### config.mk
export PLATFORM = sky130hd
export DESIGN_NAME = mtcsr_bank
export DESIGN_NICKNAME = d
export VERILOG_FILES = /design/src/common/mtcsr_pkg.sv /design/src/verilog/mtcsr_bank.sv
export SDC_FILE = /design/constraint.sdc
export NUM_CORES = 1
export LEC_CHECK = 0
export ABC_AREA = 1
export BUFFER_PORTS_ARGS = -buffer_cell sky130_fd_sc_hd__buf_2
export CAP_MARGIN = 20
export CORE_ASPECT_RATIO = 1.75
export CORE_MARGIN = 2
export CORE_UTILIZATION = 45
export DETAILED_ROUTE_END_ITERATION = 10
export HOLD_SLACK_MARGIN = 0.1
export PLACE_DENSITY = 0.7
export SLEW_MARGIN = 20
export SYNTH_ARGS = -nofsm -noshare
export SYNTH_HDL_FRONTEND = slang
export SYNTH_SLANG_ARGS = --single-unit
### constraint.sdc
create_clock -name MCLK -period 8.8 [get_ports MCLK]
set_input_delay 0.44 -clock MCLK [delete_from_list [all_inputs] [get_ports MCLK]]
set_output_delay 0.44 -clock MCLK [all_outputs]
set_load 0.01 [all_outputs]
### src/common/mtcsr_pkg.sv
/*
  Package for the machine trap-setup register bank: CSR addresses, field positions,
  reset values and bus constants. Assumes a 12-bit CSR address held in the register index.
*/
package mtcsr_pkg;
  localparam logic [11:0] CSR_FP_FLAGS = 12'h001;
  localparam logic [11:0] CSR_FP_RMODE = 12'h002;
  localparam logic [11:0] CSR_FP_CTRL = 12'h003;
  localparam logic [11:0] CSR_STATUS = 12'h300;
  localparam logic [11:0] CSR_ISA = 12'h301;
  localparam logic [11:0] CSR_IRQ_EN = 12'h304;
  localparam logic [11:0] CSR_TVEC = 12'h305;
  localparam logic [11:0] CSR_CNT_ACC = 12'h306;
  localparam logic [11:0] CSR_ENV_LO = 12'h30A;
  localparam logic [11:0] CSR_ENV_HI = 12'h31A;
  // Control registers of this bank, placed at the top of the 12-bit CSR space.
  localparam logic [11:0] CSR_CTRL = 12'hFFE;
  localparam logic [11:0] CSR_STAT = 12'hFFF;

  localparam int FLAGS_W = 5;
  localparam int RMODE_W = 3;
  localparam int ST_WAIT_TO = 21;
  localparam int ST_PP_HI = 12;
  localparam int ST_PP_LO = 11;
  localparam int ST_PGE = 7;
  localparam int ST_GE = 3;
  localparam int ISA_MXL_HI = 31;
  localparam int ISA_MXL_LO = 30;
  localparam int ISA_X = 23;
  localparam int ISA_U = 20;
  localparam int ISA_M = 12;
  localparam int ISA_I = 8;
  localparam int ISA_E = 4;
  localparam int ISA_C = 2;
  localparam logic [1:0] MXL_32 = 2'h1;
  localparam int IE_FAST_HI = 31;
  localparam int IE_FAST_LO = 16;
  localparam int IE_EXT = 11;
  localparam int IE_TMR = 7;
  localparam int IE_SW = 3;
  localparam int TV_BASE_LO = 2;
  localparam int CA_W = 3;
  localparam int CA_CYCLE = 2;
  localparam int CA_TIME = 1;
  localparam int CA_RETIRED = 0;
  localparam logic [1:0] PRIV_MACHINE = 2'h3;
  localparam logic [1:0] PRIV_USER = 2'h0;
  localparam logic [31:0] ZERO32 = 32'h00000000;
  // Counter window for user-read checks: the upper CSR address bits and the low index.
  localparam logic [11:0] CNT_USER_BASE = 12'hC00;
  localparam logic [11:0] CNT_USER_MASK = 12'hF60;
  // Control register fields.
  localparam int CT_TRAP = 0;
  localparam int CT_RET = 1;
  localparam int CT_CHECK = 2;
  localparam int CT_WFI = 3;
endpackage : mtcsr_pkg

### src/verilog/mtcsr_bank.sv
/*
  Machine trap-setup CSR bank: floating-point, environment and trap-setup registers
  reached over an Avalon-MM slave whose word index is the CSR address.
  Assumes the pipeline drives the trap, return and check strobes on the same clock.
*/
// Our own choice: register access over Avalon-MM.
`timescale 1ns/1ps

////////////////////////////////////////////////////////////////////////////////
module mtcsr_bank #(
  parameter bit OPTION_FLOAT_IN_INT_REGS = 1'b1,
  parameter bit OPTION_USER_MODE = 1'b1,
  parameter bit OPTION_MUL_DIV = 1'b1,
  parameter bit OPTION_EMBEDDED = 1'b0,
  parameter bit OPTION_COMPRESSED = 1'b1
) (
  input wire logic MCLK,
  input wire logic RST,
  input wire logic CE,
  input wire logic [11:0] AVS_ADDRESS,
  input wire logic AVS_READ,
  input wire logic AVS_WRITE,
  input wire logic [31:0] AVS_WRITEDATA,
  input wire logic [3:0] AVS_BYTEENABLE,
  output logic [31:0] AVS_READDATA,
  output logic [1:0] AVS_RESPONSE,
  output logic AVS_WAITREQUEST,
  input wire logic [15:0] FAST_IRQ_PEND,
  input wire logic EXT_IRQ_PEND,
  input wire logic TMR_IRQ_PEND,
  input wire logic SW_IRQ_PEND,
  input wire logic [mtcsr_pkg::FLAGS_W-1:0] FP_FLAGS_SET,
  output logic IRQ_TAKE,
  output logic [31:0] TRAP_BASE,
  output logic [1:0] PRIV_LEVEL,
  output logic [2:0] RMODE,
  output logic ILLEGAL
);
  function automatic logic [31:0] be_merge(input logic [31:0] old_v, input logic [31:0] new_v,
                                           input logic [3:0] be);
    logic [31:0] r;
    r = old_v;
    for (int i = 0; i < 4; i++) begin
      if (be[i]) begin
        r[i*8 +: 8] = new_v[i*8 +: 8];
      end
    end
    return r;
  endfunction : be_merge

  // Whether an address names a register that exists in this build.
  function automatic logic csr_exists(input logic [11:0] a);
    case (a)
      mtcsr_pkg::CSR_FP_FLAGS, mtcsr_pkg::CSR_FP_RMODE, mtcsr_pkg::CSR_FP_CTRL:
        return OPTION_FLOAT_IN_INT_REGS;
      mtcsr_pkg::CSR_ENV_LO, mtcsr_pkg::CSR_ENV_HI: return OPTION_USER_MODE;
      mtcsr_pkg::CSR_CNT_ACC: return OPTION_USER_MODE;
      mtcsr_pkg::CSR_STATUS, mtcsr_pkg::CSR_ISA, mtcsr_pkg::CSR_IRQ_EN, mtcsr_pkg::CSR_TVEC,
      mtcsr_pkg::CSR_CTRL, mtcsr_pkg::CSR_STAT: return 1'b1;
      default: return 1'b0;
    endcase
  endfunction : csr_exists

  ////////////////////////////////////////////////////////////////////////////////
  logic [4:0] flags_q;
  logic [2:0] rmode_q;
  logic wait_to_q;
  logic [1:0] prev_priv_q;
  logic prev_ge_q;
  logic ge_q;
  logic [1:0] priv_q;
  logic [31:0] irq_en_q;
  logic [29:0] tvec_q;
  logic [2:0] cnt_acc_q;
  logic [3:0] ctrl_q;
  logic [1:0] cnt_idx_q;
  logic illegal_q;
  logic [31:0] st_wr_v;
  logic [31:0] ie_wr_v;
  logic [31:0] tv_wr_v;
  logic [31:0] ca_wr_v;
  logic [31:0] rdata_q;
  logic [1:0] resp_q;
  logic ack_q;
  logic [31:0] status_v;
  logic [31:0] isa_v;
  logic [31:0] wdata_v;
  logic req;
  logic wr_fire;
  logic trap_ev;
  logic ret_ev;
  logic pend_any;

  assign req = (AVS_READ | AVS_WRITE) & CE;
  // One wait state: the answer comes the cycle after the request is seen.
  assign AVS_WAITREQUEST = (AVS_READ | AVS_WRITE) & ~ack_q;
  assign wr_fire = AVS_WRITE & ack_q & CE;
  assign AVS_READDATA = rdata_q;
  assign AVS_RESPONSE = resp_q;
  assign wdata_v = AVS_WRITEDATA;
  // Byte-merged write values for status, enables, vector and counter access; FP and control writes take the whole word.
  assign st_wr_v = be_merge(status_v, wdata_v, AVS_BYTEENABLE);
  assign ie_wr_v = be_merge(irq_en_q, wdata_v, AVS_BYTEENABLE);
  assign tv_wr_v = be_merge({tvec_q, 2'h0}, wdata_v, AVS_BYTEENABLE);
  assign ca_wr_v = be_merge({29'h0, cnt_acc_q}, wdata_v, AVS_BYTEENABLE);

  always_comb begin
    status_v = mtcsr_pkg::ZERO32;
    status_v[mtcsr_pkg::ST_WAIT_TO] = wait_to_q & OPTION_USER_MODE;
    status_v[mtcsr_pkg::ST_PP_HI:mtcsr_pkg::ST_PP_LO] = prev_priv_q;
    status_v[mtcsr_pkg::ST_PGE] = prev_ge_q;
    status_v[mtcsr_pkg::ST_GE] = ge_q;
  end

  always_comb begin
    isa_v = mtcsr_pkg::ZERO32;
    isa_v[mtcsr_pkg::ISA_MXL_HI:mtcsr_pkg::ISA_MXL_LO] = mtcsr_pkg::MXL_32;
    isa_v[mtcsr_pkg::ISA_X] = 1'b1;
    isa_v[mtcsr_pkg::ISA_U] = OPTION_USER_MODE;
    isa_v[mtcsr_pkg::ISA_M] = OPTION_MUL_DIV;
    isa_v[mtcsr_pkg::ISA_I] = ~OPTION_EMBEDDED;
    isa_v[mtcsr_pkg::ISA_E] = OPTION_EMBEDDED;
    isa_v[mtcsr_pkg::ISA_C] = OPTION_COMPRESSED;
  end

  ////////////////////////////////////////////////////////////////////////////////
  // Bus answer and read mux.
  always_ff @(posedge MCLK or posedge RST) begin
    if (RST) begin
      ack_q <= 1'b0;
      rdata_q <= mtcsr_pkg::ZERO32;
      resp_q <= 2'h0;
    end else if (CE) begin
      ack_q <= req & ~ack_q;
      if (req & ~ack_q) begin
        resp_q <= csr_exists(AVS_ADDRESS) ? 2'h0 : 2'h2;
        rdata_q <= mtcsr_pkg::ZERO32;
        if (AVS_READ) begin
          case (AVS_ADDRESS)
            mtcsr_pkg::CSR_FP_FLAGS: rdata_q <= OPTION_FLOAT_IN_INT_REGS ? {27'h0, flags_q} : 32'h0;
            mtcsr_pkg::CSR_FP_RMODE: rdata_q <= OPTION_FLOAT_IN_INT_REGS ? {29'h0, rmode_q} : 32'h0;
            mtcsr_pkg::CSR_FP_CTRL: rdata_q <= OPTION_FLOAT_IN_INT_REGS ? {24'h0, rmode_q, flags_q} : 32'h0;
            mtcsr_pkg::CSR_STATUS: rdata_q <= status_v;
            mtcsr_pkg::CSR_ISA: rdata_q <= isa_v;
            mtcsr_pkg::CSR_IRQ_EN: rdata_q <= irq_en_q;
            mtcsr_pkg::CSR_TVEC: rdata_q <= {tvec_q, 2'h0};
            mtcsr_pkg::CSR_CNT_ACC: rdata_q <= OPTION_USER_MODE ? {29'h0, cnt_acc_q} : 32'h0;
            mtcsr_pkg::CSR_ENV_LO, mtcsr_pkg::CSR_ENV_HI: rdata_q <= mtcsr_pkg::ZERO32;
            mtcsr_pkg::CSR_CTRL: rdata_q <= {28'h0, ctrl_q};
            mtcsr_pkg::CSR_STAT: rdata_q <= {28'h0, illegal_q, pend_any, priv_q};
            default: rdata_q <= mtcsr_pkg::ZERO32;
          endcase
        end
      end
    end
  end

  ////////////////////////////////////////////////////////////////////////////////
  // Control strobes written by the pipeline: trap entry, return, and user checks.
  always_ff @(posedge MCLK or posedge RST) begin
    if (RST) begin
      ctrl_q <= 4'h0;
      cnt_idx_q <= 2'h0;
    end else if (CE) begin
      ctrl_q <= 4'h0;
      if (wr_fire && AVS_ADDRESS == mtcsr_pkg::CSR_CTRL) begin
        ctrl_q <= wdata_v[3:0];
        // The counter index is kept because the write data is gone when the check runs.
        cnt_idx_q <= wdata_v[1:0];
      end
    end
  end

  assign trap_ev = ctrl_q[mtcsr_pkg::CT_TRAP] | IRQ_TAKE;
  assign ret_ev = ctrl_q[mtcsr_pkg::CT_RET] & ~trap_ev;

  assign pend_any = |({FAST_IRQ_PEND, 4'h0, EXT_IRQ_PEND, 3'h0, TMR_IRQ_PEND, 3'h0, SW_IRQ_PEND, 3'h0} & irq_en_q);
  assign IRQ_TAKE = pend_any & ge_q;

  // Illegal flag: user counter read without permit, wfi blocked in user mode, or a bus access to an address that does not exist.
  always_ff @(posedge MCLK or posedge RST) begin
    if (RST) begin
      illegal_q <= 1'b0;
    end else if (CE) begin
      if (ctrl_q[mtcsr_pkg::CT_CHECK] && priv_q == mtcsr_pkg::PRIV_USER) begin
        illegal_q <= (cnt_idx_q == 2'h3) ? 1'b1 : (~cnt_acc_q[cnt_idx_q] | ~OPTION_USER_MODE);
      end else if (ctrl_q[mtcsr_pkg::CT_WFI] && priv_q == mtcsr_pkg::PRIV_USER) begin
        illegal_q <= wait_to_q;
      end else if (req & ~ack_q) begin
        illegal_q <= ~csr_exists(AVS_ADDRESS);
      end
    end
  end
  assign ILLEGAL = illegal_q;

  ////////////////////////////////////////////////////////////////////////////////
  // Status register.
  always_ff @(posedge MCLK or posedge RST) begin
    if (RST) begin
      wait_to_q <= 1'b0;
      prev_priv_q <= mtcsr_pkg::PRIV_USER;
      prev_ge_q <= 1'b0;
      ge_q <= 1'b0;
      priv_q <= mtcsr_pkg::PRIV_MACHINE;
    end else if (CE) begin
      if (trap_ev) begin
        prev_ge_q <= ge_q;
        ge_q <= 1'b0;
        prev_priv_q <= priv_q;
        priv_q <= mtcsr_pkg::PRIV_MACHINE;
      end else if (ret_ev) begin
        ge_q <= prev_ge_q;
        priv_q <= OPTION_USER_MODE ? prev_priv_q : mtcsr_pkg::PRIV_MACHINE;
      end else if (wr_fire && AVS_ADDRESS == mtcsr_pkg::CSR_STATUS) begin
        wait_to_q <= st_wr_v[mtcsr_pkg::ST_WAIT_TO] & OPTION_USER_MODE;
        prev_priv_q <= st_wr_v[mtcsr_pkg::ST_PP_HI:mtcsr_pkg::ST_PP_LO];
        prev_ge_q <= st_wr_v[mtcsr_pkg::ST_PGE];
        ge_q <= st_wr_v[mtcsr_pkg::ST_GE];
      end
    end
  end
  assign PRIV_LEVEL = priv_q;

  ////////////////////////////////////////////////////////////////////////////////
  // Enables, vector and counter access. Reset values are arbitrary for undefined ones.
  always_ff @(posedge MCLK or posedge RST) begin
    if (RST) begin
      irq_en_q <= mtcsr_pkg::ZERO32;
      tvec_q <= 30'h0;
      cnt_acc_q <= 3'h0;
    end else if (CE && wr_fire) begin
      if (AVS_ADDRESS == mtcsr_pkg::CSR_IRQ_EN) begin
        irq_en_q <= {ie_wr_v[mtcsr_pkg::IE_FAST_HI:mtcsr_pkg::IE_FAST_LO], 4'h0,
                     ie_wr_v[mtcsr_pkg::IE_EXT], 3'h0,
                     ie_wr_v[mtcsr_pkg::IE_TMR], 3'h0,
                     ie_wr_v[mtcsr_pkg::IE_SW], 3'h0};
      end
      if (AVS_ADDRESS == mtcsr_pkg::CSR_TVEC) begin
        tvec_q <= tv_wr_v[31:mtcsr_pkg::TV_BASE_LO];
      end
      if (AVS_ADDRESS == mtcsr_pkg::CSR_CNT_ACC && OPTION_USER_MODE) begin
        cnt_acc_q <= ca_wr_v[mtcsr_pkg::CA_W-1:0];
      end
    end
  end
  assign TRAP_BASE = {tvec_q, 2'h0};

  ////////////////////////////////////////////////////////////////////////////////
  // Floating-point flags and rounding mode; hardware flag sets win over a write.
  always_ff @(posedge MCLK or posedge RST) begin
    if (RST) begin
      flags_q <= 5'h0;
      rmode_q <= 3'h0;
    end else if (CE && OPTION_FLOAT_IN_INT_REGS) begin
      if (wr_fire && AVS_ADDRESS == mtcsr_pkg::CSR_FP_FLAGS) begin
        flags_q <= wdata_v[mtcsr_pkg::FLAGS_W-1:0] | FP_FLAGS_SET;
      end else if (wr_fire && AVS_ADDRESS == mtcsr_pkg::CSR_FP_CTRL) begin
        flags_q <= wdata_v[mtcsr_pkg::FLAGS_W-1:0] | FP_FLAGS_SET;
      end else begin
        flags_q <= flags_q | FP_FLAGS_SET;
      end
      if (wr_fire && AVS_ADDRESS == mtcsr_pkg::CSR_FP_RMODE) begin
        rmode_q <= wdata_v[mtcsr_pkg::RMODE_W-1:0];
      end else if (wr_fire && AVS_ADDRESS == mtcsr_pkg::CSR_FP_CTRL) begin
        rmode_q <= wdata_v[mtcsr_pkg::FLAGS_W +: mtcsr_pkg::RMODE_W];
      end
    end
  end
  assign RMODE = rmode_q;
  // The ISA register has no write path at all, so writes are dropped without a fault.
endmodule : mtcsr_bank

==> impl_summary.md, run 1 <==
Run status
The flow ran to the end, and the final reports show no timing, DRC or antenna violations.

Place
The number of buffers added on ports is 147. The cell count after placement is 1001. The global placer's final weighted congestion is 0.933. Summed over all nets, the half-perimeter wirelength after detailed placement is 12200 microns.

Setup path
The required time of the critical path is 9050 ps. The kind of cell with the highest combined delay along the critical path is buffers and inverters. In this design, the critical path's most frequently occurring cell is nand2_1. The endpoint kind of the worst setup timing path is a flip-flop.

The cell type of the slowest stage on the worst timing path is clkinv_1. The arrival time of the worst setup path is 2720 ps. The worst path buffer plus inverter count is 5. For this run, the slowest stage of the critical path takes 770 ps. STA classifies the critical path startpoint as an input pin. The critical path goes through buf_2 > nor2_1 > nor2_1 > nand2_1 > buf_4 > clkinv_1 > nand2_1 > inv_1 > nand2_1 > inv_1 > nand2_1 > nand2_1.

The worst setup path is of the input pin to flip-flop kind. The worst-path maximum fanout is 41.

STA
The peak clock frequency supported by timing is 403 MHz. The number of hold violations in the final report is 0. Summed over all failing endpoints, the final setup total negative slack is 0 ps.

The number of max-slew violations in the final report is 0. The clock skew after layout is 8.10 ps. Of the available clock period, the critical path in the final layout requires 0.282. Setup violations remaining at the end of the flow were counted as 0. For the finished layout, the period the worst path requires is 2480 ps. Setup repair after global routing left no endpoint under its margin.

Hold is met by 107 ps. The actual transition at the worst max-transition pin is 921 ps. Headroom to the max-slew limit came out at 0.386.

Clock network
Post-CTS repair changed the size of 0 cells. The longest clock path from root to sink contains 2 buffers. The cell at the root of the clock tree is clkbuf_16. The number of buffers created by CTS is 9.

The H-tree depth reported by CTS is 3. Clock latency on the worst-skew pair, taken at its later pin, is 350 ps. The number of hold buffers added after CTS is 0. The number of clock sinks seen by CTS is 108. The TritonCTS clock tree is yes. After clock tree synthesis, the clock-pin slew on the worst setup and hold paths is 70 ps. The number of post-CTS setup repair buffers is 0.

Logic synthesis
The synthesized design contains 108 register bits. The number of unique standard cell types used by synthesis is 38. The fraction of registers with async set/reset is 1.00. The number of synthesis warnings is 0. The cell type contributing the most total cell area after synthesis is dfrtp_1. By count the netlist is led by 233 x nand2_1, 106 x dfrtp_1, 71 x inv_1. The average instance area after synthesis is 7.87 sq um. After synthesis the cells add up to 5570 sq um. Among all cell types in the netlist, the one instantiated most often is nand2_1.

The synthesized instance count is 708. The sequential area share after synthesis is 0.486. Yosys attributes the largest share of cell area to dfrtp_1 48%, nand2_1 16%, nand3_1 5.9%. The main flop type after synthesis is dfrtp_1.

The number of enable-type register cells in the synthesized netlist is 0. The area fraction of the dominant cell type after synthesis is 0.476.

Layout
After the last flow step, the layout net total stands at 924. The repair_antennas step left the layout with diodes totalling 0. The synthesis-to-layout area growth is 19.7%. In the final layout, the share of cells above drive strength 1 is 0.248. For this run, the number of standard cells in the final layout without fillers is 1017.

Die
The standard-cell row count is 53. The height of the chip is 151 microns. The number of I/O pins is 151. For this configuration, the core starts out at a cell density of 0.462. The die covers 13300 sq um. The die is 88.1 microns wide. The floorplan step defined a core boundary enclosing 12100 sq um.

Power
The overall power consumption is 0.000976 W. The analysis attributes to cell leakage a power of 3.78 nW. Power spread over the standard cell area amounts to 146 nW/um^2. IR analysis of the VDD net gives a maximum drop of 0.117 mV.

Detailed routing
The per-cell via count in the routed design is 5.13. After detailed routing, the average wire length per cell comes to 15.8 microns. For this run, design rule violations remaining after detail routing come to 0. Detailed routing inserted a total of 5214 vias. In this run, the number of DRC markers left after iteration 0 of detailed routing was 255. The post-detailed-routing wire length is 16000 microns. Before antenna repair, the detailed router went through 5 iterations. The number of nets with antenna violations after detailed routing is 0.

Worst hold path
The tightest min-delay check is of the input pin to asynchronous set/reset pin type.

Global route
The largest net degree at the start of global routing is 74. The number of antenna violations at the first check in global routing is 0. The number of global-route vias before repair is 5069. In the global route stage, overall resource usage came out at 0.250. The first global-routing pass estimated 25500 microns of wire. The residual overflow from global routing is 0.

Flow run
The number of maximum-capacitance constraint violations is 0.
==> kinds of logic (layout without fill, tap and decap cells) <==
logic type / Yosys count / after routing / share of synthesized area
and+or+nand+nor: 385 / 385 / 0.307
buffers and inverters: 103 / 245 / 0.0820
muxes: 7 / 7 / 0.0141
other: 1 / 3 / 0.000673
AOI/OAI and AO/OA: 104 / 104 / 0.111
DFF: 108 / 108 / 0.486
==> cell usage in the layout (no fill, tap or decap), types with 3 or more instances in the layout <==
cell type / count
o21ai_0: 59
inv_1: 70
nor2_2: 3
nor2_1: 39
nand2_2: 10
nand4_1: 12
a22o_1: 15
o21ai_1: 12
conb_1: 3
nand2_1: 233
buf_2: 147
a21oi_1: 4
nor3_1: 7
o21ai_2: 6
inv_2: 5
dfrtp_1: 106
nand3_1: 66
nor3_2: 4
clkinv_1: 3
mux2_2: 7
nor2_4: 3
clkbuf_16: 9
==> worst reg2reg max path, cell delays in order, from the launching register on <==
cell      delay, ps
dfrtp_1         370
nor2_1           80
nand2_1          60
buf_4           380
clkinv_1        790
nand2_1         230
inv_1            50
nand2_1          60
inv_1            50
nand2_1          60
nand2_1          40
==> report_power, final <==
group / total [W] / internal, W / switching, W
registers: 0.000506 / 0.000501 / 0.00000514
logic: 0.0000774 / 0.0000231 / 0.0000542
clock network: 0.000393 / 0.000203 / 0.000190
==> through the flow <==
step / instance area, sq um / util / setup WS, ps
floorplan: 5580 / - / 5520
finish: 6670 / 0.553 / 6320
CTS: 6670 / 0.553 / 6330
global route: 6670 / 0.553 / 6030
detailed placement: 6380 / 0.529 / 5990
global placement: 6380 / 0.529 / 6030
==> flip-flops by register name, indices dropped and copies added, names as in the netlist, 3 cells and up <==
name / cells
tvec_q: 30
cnt_acc_q: 3
irq_en_q: 19
AVS_READDATA: 32
RMODE: 3
ctrl_q: 4
flags_q: 5
==> layer usage <==
| layer | share of wire | global-route usage | vias to the layer above |
|---|---|---|---|
| met2 | 0.52 | 0.444 | 169 |
| li1 | - | - | 2570 |
| met5 | 0 | 0 | - |
| met4 | 0.042 | 0.117 | 0 |
| met3 | 0.049 | 0.0354 | 35 |
| met1 | 0.38 | 0.292 | 2440 |
==> final cells by class <==
class                   count  area [sq um]
clock buffers              10           239
clock inverters             6          46.3
fillers                  1208          5400
inverters                  80           305
multi-input cells         499          2420
flip-flops and latches    108          2710
well taps                 165           206
repair buffers            149           751
==> final timing paths <==
path | start | end | slack (ps) | cells after the start
setup reg to reg | ack_q | AVS_READDATA[2] | 6530 | 10
hold / removal | RST | tvec_q[2] | 110 | 2
hold reg to reg | AVS_READDATA[11] | AVS_READDATA[11] | 480 | 2
min in group MCLK | FP_FLAGS_SET[3] | flags_q[3] | 310 | 3
setup / recovery | AVS_READ | AVS_READDATA[2] | 6320 | 12
max in group asynchronous | RST | wait_to_q | 7400 | 3
Power figures use the tool's default switching activity.
==> run 2, diff against run 1 <==
- PLACE_DENSITY: 0.7 -> 0.73
- clock period: 8.8 -> 2.25 ns (I/O delays scaled with it)
==> run 2 against run 1 <==
  * Die area did not move
  * Critical endpoint is now irq_en_q[21]
  * Non-clock buffer count rose by 40
  * Critical path type is now flip-flop to flip-flop
  * Final area rose by 6.2%
  * Total power rose to 4.0 times the previous value
  * Sequential power rose to 3.9 times the previous value
  * Register-to-register slack got worse by 6100 ps
==> impl_summary.md, run 2 (synthesis results as in run 1) <==
Run status
Outcome: complete, no violations (unchanged).

Detailed routing
The routed wirelength normalized by instance count came to 16.2 microns (was 15.8 microns). The initial detailed-routing violation count is 312 (was 255). The number of search-and-repair iterations in the first detailed-routing pass is 5 (unchanged). The total number of vias was 5489 (was 5214).

The number of remaining DRC errors was 0 (unchanged). The per-cell via count in the routed design is 5.19 (was 5.13). The post-detailed-routing wire length is 17200 microns (was 16000 microns). The number of nets with antenna violations after detailed routing came to 0 (unchanged).

Clock network
The later-pin clock latency in the skew report was 350 ps (about the same). The number of hold buffers added after CTS came to 36 (was 0). The cell at the root of the clock tree is clkbuf_16 (unchanged).

The TritonCTS clock tree is yes (unchanged). The number of clock sinks seen by CTS is 108 (unchanged). The clock-pin slew on the worst setup and hold paths is 70 ps (about the same). The number of buffers created by CTS came to 9 (unchanged).

The H-tree depth reported by CTS was 3 (unchanged). The worst-case clock buffer depth is 2 (unchanged). The number of post-CTS setup repair buffers was 0 (unchanged).

The post-cts repair resize count came to 0 (unchanged).

Layout
The flip-flop count of the largest register after layout is 32 (unchanged). Leading cell types in the layout, fill and taps excluded: 233 x nand2_1, 147 x buf_2, 106 x dfrtp_1 (unchanged). The number of nets at the end of the flow is 964 (was 924). The ratio of cells with drive above 1 in the final layout is 0.239 (was 0.248).

The commonest non-fill, non-tap cell in the layout is nand2_1 (unchanged). The synthesis-to-layout area growth came to 27.1% (was 19.7%). The filler cell count is 1143 (was 1208).

Die
The height of the chip was 151 microns (unchanged). The standard-cell row count is 53 (unchanged). The number of I/O pins is 151 (unchanged).

The initial standard-cell utilization of the core is 0.462 (unchanged). The floorplan die area came to 13300 sq um (unchanged). The die span in x is 88.1 microns (unchanged).

The placeable core area is 12100 sq um (unchanged).

Power
The peak supply drop is 0.345 mV (was 0.117 mV). The static leakage is 3.95 nW (was 3.78 nW). The overall power consumption is 0.00386 W (was 0.000976 W). The power per cell area is 545 nW/um^2 (was 146 nW/um^2).

Setup path
The required time of the critical path was 2460 ps (was 9050 ps). The class of the most critical setup path was flip-flop to flip-flop (was input pin to flip-flop). The endpoint of the worst-slack reg-to-reg timing path is irq_en_q[21] (was AVS_READDATA[2]). The length in cells of the worst reg-to-reg path came to 6 (was 10). The critical path startpoint category is a flip-flop (was input pin).

The arrival time of the worst setup path is 2020 ps (was 2720 ps). The worst-path maximum fanout came to 16 (was 41). The setup slack on the worst flop-to-flop path came to 440 ps (was 6530 ps). The beginning of the worst register-to-register path is ack_q (unchanged). The endpoint kind of the worst setup timing path was a flip-flop (unchanged).

Worst hold path
The capture endpoint of the worst hold path is tvec_q[5]. The start point of the worst hold path is AVS_WRITEDATA[7]. The cell depth of the worst hold path is 3. The kind of path behind the tightest hold check is input pin to flip-flop (was input pin to asynchronous set/reset pin).

Global route
The largest net degree at the start of global routing is 45 (was 74). The first-pass GRT wire length is 26500 microns (was 25500 microns). The number of global-route vias before repair is 5350 (was 5069). The number of antenna violations at the first check in global routing was 1 (was 0). The residual overflow from global routing was 0 (unchanged). The total global-route track usage is 0.262 (was 0.250).

STA
The final total negative setup slack was 0 ps (unchanged). RSZ-0062 raised after global routing: no (unchanged). Dividing the final minimum period by the clock period gives 0.805.

The max-slew headroom at the worst pin came to 0.563 (was 0.386). The routed design could run at a clock period as short as 1810 ps. The peak clock frequency supported by timing is 552 MHz. The count of endpoints failing setup in the final report was 0 (unchanged). The clock skew after layout is 8.58 ps (was 8.10 ps).

The number of hold violations in the final report is 0 (unchanged). The number of max-slew violations in the final report is 0 (unchanged). The actual transition at the worst max-transition pin came to 654 ps (was 921 ps).

Place
The global placer's final weighted congestion came to 0.928 (was 0.933). The number of buffers added on ports is 147 (unchanged). The placed wire-length estimate is 12900 microns (was 12200 microns).

Flow run
The number of maximum-capacitance constraint violations is 0 (unchanged).
[run 2: worst max path at each step]
stage / from / to / slack [ps] / cells after the start
5_1_grt: irq_en_q[25] / prev_priv_q[1] / 340 / 10
3_5_place_dp: ack_q / irq_en_q[21] / 460 / 6
2_1_floorplan: ack_q / tvec_q[10] / 820 / 6
4_1_cts: ack_q / irq_en_q[21] / 450 / 6
6_report: ack_q / irq_en_q[21] / 440 / 6
3_3_place_gp: ack_q / irq_en_q[16] / 540 / 6
[run 2: layout make-up]
cell class / instances / area, sq um / share of cell area
inverters: 80 / 307 / 0.0433
repair buffers: 189 / 1170 / 0.165
flip-flops and latches: 108 / 2710 / 0.382
well taps: 165 / 206 / 0.0292
clock inverters: 5 / 45.0 / 0.00636
clock buffers: 11 / 233 / 0.0329
multi-input cells: 499 / 2420 / 0.341
diodes: 1 / 2.50 / 0.000353
[run 2: power breakdown]
part / internal [W] / total [W] / leakage [nW] / switching (W)
clock network: 0.000769 / 0.00151 / 0.132 / 0.000738
registers: 0.00196 / 0.00198 / 1.46 / 0.0000192
logic: 0.000141 / 0.000373 / 2.36 / 0.000232
[run 2: routing by layer]
layer / routed length [microns] / up-vias / GRT usage
li1: - / 2649 / -
met1: 6340 / 2586 / 0.283
met2: 9220 / 202 / 0.479
met3: 686 / 52 / 0.0272
met4: 909 / 0 / 0.157
met5: 0 / - / 0
[run 2: stage by stage]
step	utilization	instance area (sq um)	cells	hold WS, ps	worst slack, ps
floorplan	-	5580	710	250	818
global placement	0.534	6440	1005	228	542
detailed placement	0.534	6440	1005	240	459
CTS	0.587	7080	1057	124	451
global route	0.587	7080	1058	123	338
finish	0.587	7080	1058	137	439
[run 2: critical path, stage by stage, from the launching register on]
cell,delay (ps)
dfrtp_1,400
nand3_1,150
clkinv_1,290
nand2_1,220
inv_1,90
nand2_1,370
o21ai_0,160
==> run 3, diff against run 2 <==
- PLACE_DENSITY: 0.73 -> 0.7
- clock period: 2.25 -> 1.85 ns (I/O delays scaled with it)
==> run 3 against run 2 <==
  * Clock power grew 28%
  * Global-route usage shrank 0.12 points
  * Hold slack lost 8.8 ps
  * Wire length shrank 1.5%
  * Critical endpoint is now IRQ_TAKE
  * Cell count grew 1.1%
  * Clock skew shrank 1.8 ps
  * Critical path type is now flip-flop to output pin
  * Sequential share of layout area shrank 0.68 points
  * Die area is the same
  * Via count shrank 1.3%
  * Sequential power grew 22%
  * Flip-flop and latch count is the same
==> impl_summary.md, run 3 (synthesis results as in run 1) <==
Layout
Leading cell types in the layout, fill and taps excluded: 232 x nand2_1, 147 x buf_2, 106 x dfrtp_1 (was 233 x nand2_1, 147 x buf_2, 106 x dfrtp_1). The ratio of cells with drive above 1 in the final layout came to 0.254 (was 0.239). The number of nets at the end of the flow was 977 (was 964). The synthesis-to-layout area growth came to 29.4% (was 27.1%).

The antenna diode instance count came to 0 (was 1). The flip-flop count of the largest register after layout is 32 (unchanged). The commonest non-fill, non-tap cell in the layout is nand2_1 (unchanged).

STA
The actual transition at the worst max-transition pin is 560 ps (was 654 ps). Of the available clock period, the critical path in the final layout requires 0.915. The time the worst path needs with I/O delays and setup is 1690 ps. Timing would allow up to 591 MHz. The number of max-slew violations in the final report is 0 (unchanged). The max-slew headroom at the worst pin is 0.624 (was 0.563).

The number of hold violations in the final report is 0 (unchanged). The final total negative setup slack was 0 ps (unchanged). The clock skew after layout came to 6.75 ps (was 8.58 ps). RSZ-0062 raised after global routing: no (unchanged).

The worst hold-check slack is 128 ps (was 137 ps). The count of endpoints failing setup in the final report is 0 (unchanged).

Setup path
The class of the most critical setup path is flip-flop to output pin (was flip-flop to flip-flop). The category of cells accounting for the largest share of critical-path delay is simple AND/OR/NAND/NOR gates (unchanged). The most prevalent standard cell on the critical path is nand2_1 (unchanged). The endpoint kind of the worst setup timing path is an output pin (was flip-flop). The required time of the critical path is 1760 ps (was 2460 ps). The stage delay of the slowest cell on the critical path is 400 ps (about the same). The cell type of the slowest stage on the worst timing path is dfrtp_1 (unchanged).

The arrival time of the worst setup path is 1600 ps (was 2020 ps). The worst-path maximum fanout is 9 (was 16). The critical path startpoint category is a flip-flop (unchanged). Cells traversed along the worst timing path: nand2_1 > nand3_1 > nor2_2 > nand2_1 > nand2_4 > inv_1 > buf_2 (was nand3_1 > clkinv_1 > nand2_1 > inv_1 > nand2_1 > o21ai_0). The worst path buffer plus inverter count was 2 (unchanged).

Power
The total net switching power is 0.00123 W (was 0.000990 W). The total internal power is 0.00358 W (was 0.00287 W). The portion of total power attributed to sequential cells is 0.501 (was 0.513). The peak supply drop is 0.452 mV (was 0.345 mV). The relative contribution of combinational cells to total power came to 0.098 (was 0.097). The overall power consumption is 0.00481 W (was 0.00386 W). The static leakage was 4.04 nW (was 3.95 nW). The power per cell area is 666 nW/um^2 (was 545 nW/um^2). The clock network fraction of total power is 0.401 (was 0.391).

The switching portion of total power is 0.255 (was 0.256).

Clock network
The H-tree depth reported by CTS was 3 (unchanged). The cell at the root of the clock tree is clkbuf_16 (unchanged). The TritonCTS clock tree is yes (unchanged). The number of clock sinks seen by CTS came to 108 (unchanged).

The number of buffers created by CTS is 9 (unchanged). The later-pin clock latency in the skew report is 360 ps (was 350 ps). The clock-pin slew on the worst setup and hold paths is 70 ps (about the same).

The worst-case clock buffer depth is 2 (unchanged).

Global route
The first-pass GRT wire length was 26400 microns (was 26500 microns). The residual overflow from global routing is 0 (unchanged). The total global-route track usage is 0.261 (was 0.262).

The number of global-route vias before repair is 5363 (was 5350). The number of antenna violations at the first check in global routing is 0 (was 1). The global-route track usage on met2 is 0.470 (was 0.479). The layer with the highest usage is met2 (unchanged). The largest net degree at the start of global routing is 45 (unchanged). The fraction of met1 tracks used by global routing was 0.294 (was 0.283). The met3 usage in global routing is 0.0278 (was 0.0272).

Die
The die span in x is 88.1 microns (unchanged). The number of I/O pins is 151 (unchanged). The placeable core area is 12100 sq um (unchanged). The initial standard-cell utilization of the core is 0.462 (unchanged).

The floorplan die area is 13300 sq um (unchanged). The height of the chip was 151 microns (unchanged). The standard-cell row count is 53 (unchanged).

Detailed routing
The initial detailed-routing violation count was 209 (was 312). The post-detailed-routing wire length came to 16900 microns (was 17200 microns). The number of search-and-repair iterations in the first detailed-routing pass came to 5 (unchanged). The total number of vias is 5420 (was 5489). The number of nets with antenna violations after detailed routing is 0 (unchanged). The number of remaining DRC errors is 0 (unchanged). The per-cell via count in the routed design is 5.07 (was 5.19). The routed wirelength normalized by instance count is 15.8 microns (was 16.2 microns).

Place
The placed wire-length estimate is 12800 microns (was 12900 microns). The number of buffers added on ports is 147 (unchanged). The global placer's final weighted congestion is 0.965 (was 0.928).

Flow run
The number of maximum-capacitance constraint violations is 0 (unchanged).

Worst hold path
The kind of path behind the tightest hold check is input pin to flip-flop (unchanged).

Run status
Outcome: complete, no violations (unchanged).
run 3: changes by cell type in the layout (fill, tap and decap cells not counted):
cell	delta
clkbuf_8	+2
nor2_2	+2
nand2_4	+1
dlygate4sd3_1	+1
inv_8	+1
clkinv_2	+1
nand2_1	-1
clkbuf_1	-2
buf_4	+12
inv_6	-1
nor2_1	-2
diode_2	-1
clkinv_4	-1
run 3: layout make-up:
type | count | area, sq um
Clock buffer | 11 | 253
Clock inverter | 5 | 43.8
Fill cell | 1179 | 4860
Inverter | 80 | 307
Multi-Input combinational cell | 499 | 2430
Sequential cell | 108 | 2710
Tap cell | 165 | 206
Timing Repair Buffer | 202 | 1270
run 3: worst min-delay path, cell delays in order:
cell and delay (ps):
buf_2 90, inv_1 120, o21ai_2 150
run 3: stage by stage:
step / util / instance area [sq um] / setup slack, ps / std cells
6_report: 0.597 / 7210 / 157 / 1070
5_1_grt: 0.597 / 7210 / 12.4 / 1070
4_1_cts: 0.596 / 7200 / 128 / 1070
3_5_place_dp: 0.541 / 6530 / 224 / 1017
3_3_place_gp: 0.541 / 6530 / 259 / 1017
2_1_floorplan: - / 5580 / 418 / 710
run 3: power groups by stage:
stage / Sequential, W / Combinational (W) / Clock, W
after floorplan: 0.00245 / 0.000196 / 0
after global placement: 0.00245 / 0.000413 / 0
after detailed placement: 0.00245 / 0.000413 / 0
after CTS: 0.00241 / 0.000474 / 0.00193
after global routing: 0.00241 / 0.000524 / 0.00203
final: 0.00241 / 0.000473 / 0.00193
run 3: final timing paths:
kind                             startpoint          endpoint  slack, ps  depth (start not counted)
max in group asynchronous               RST      irq_en_q[16]        840                          5
setup / recovery               irq_en_q[17]          IRQ_TAKE        160                          7
setup reg to reg               irq_en_q[17]              ge_q        260                         10
min in group asynchronous               RST  AVS_READDATA[26]        270                          3
hold reg to reg            AVS_READDATA[29]  AVS_READDATA[29]        480                          2
hold / removal             AVS_WRITEDATA[3]         tvec_q[1]        130                          3
run 3: what timing repair did:
action,in CTS,in global routing
hold buffers,37,0
setup buffers,0,0
setup endpoints to repair,0,4
endpoints found under the hold margin,87,0
resized for setup,0,4
run 3: per-layer routing:
layer	up-vias	routed length, microns
met5	-	0
met4	0	864
met3	52	664
met2	175	9010
met1	2511	6350
li1	2682	-
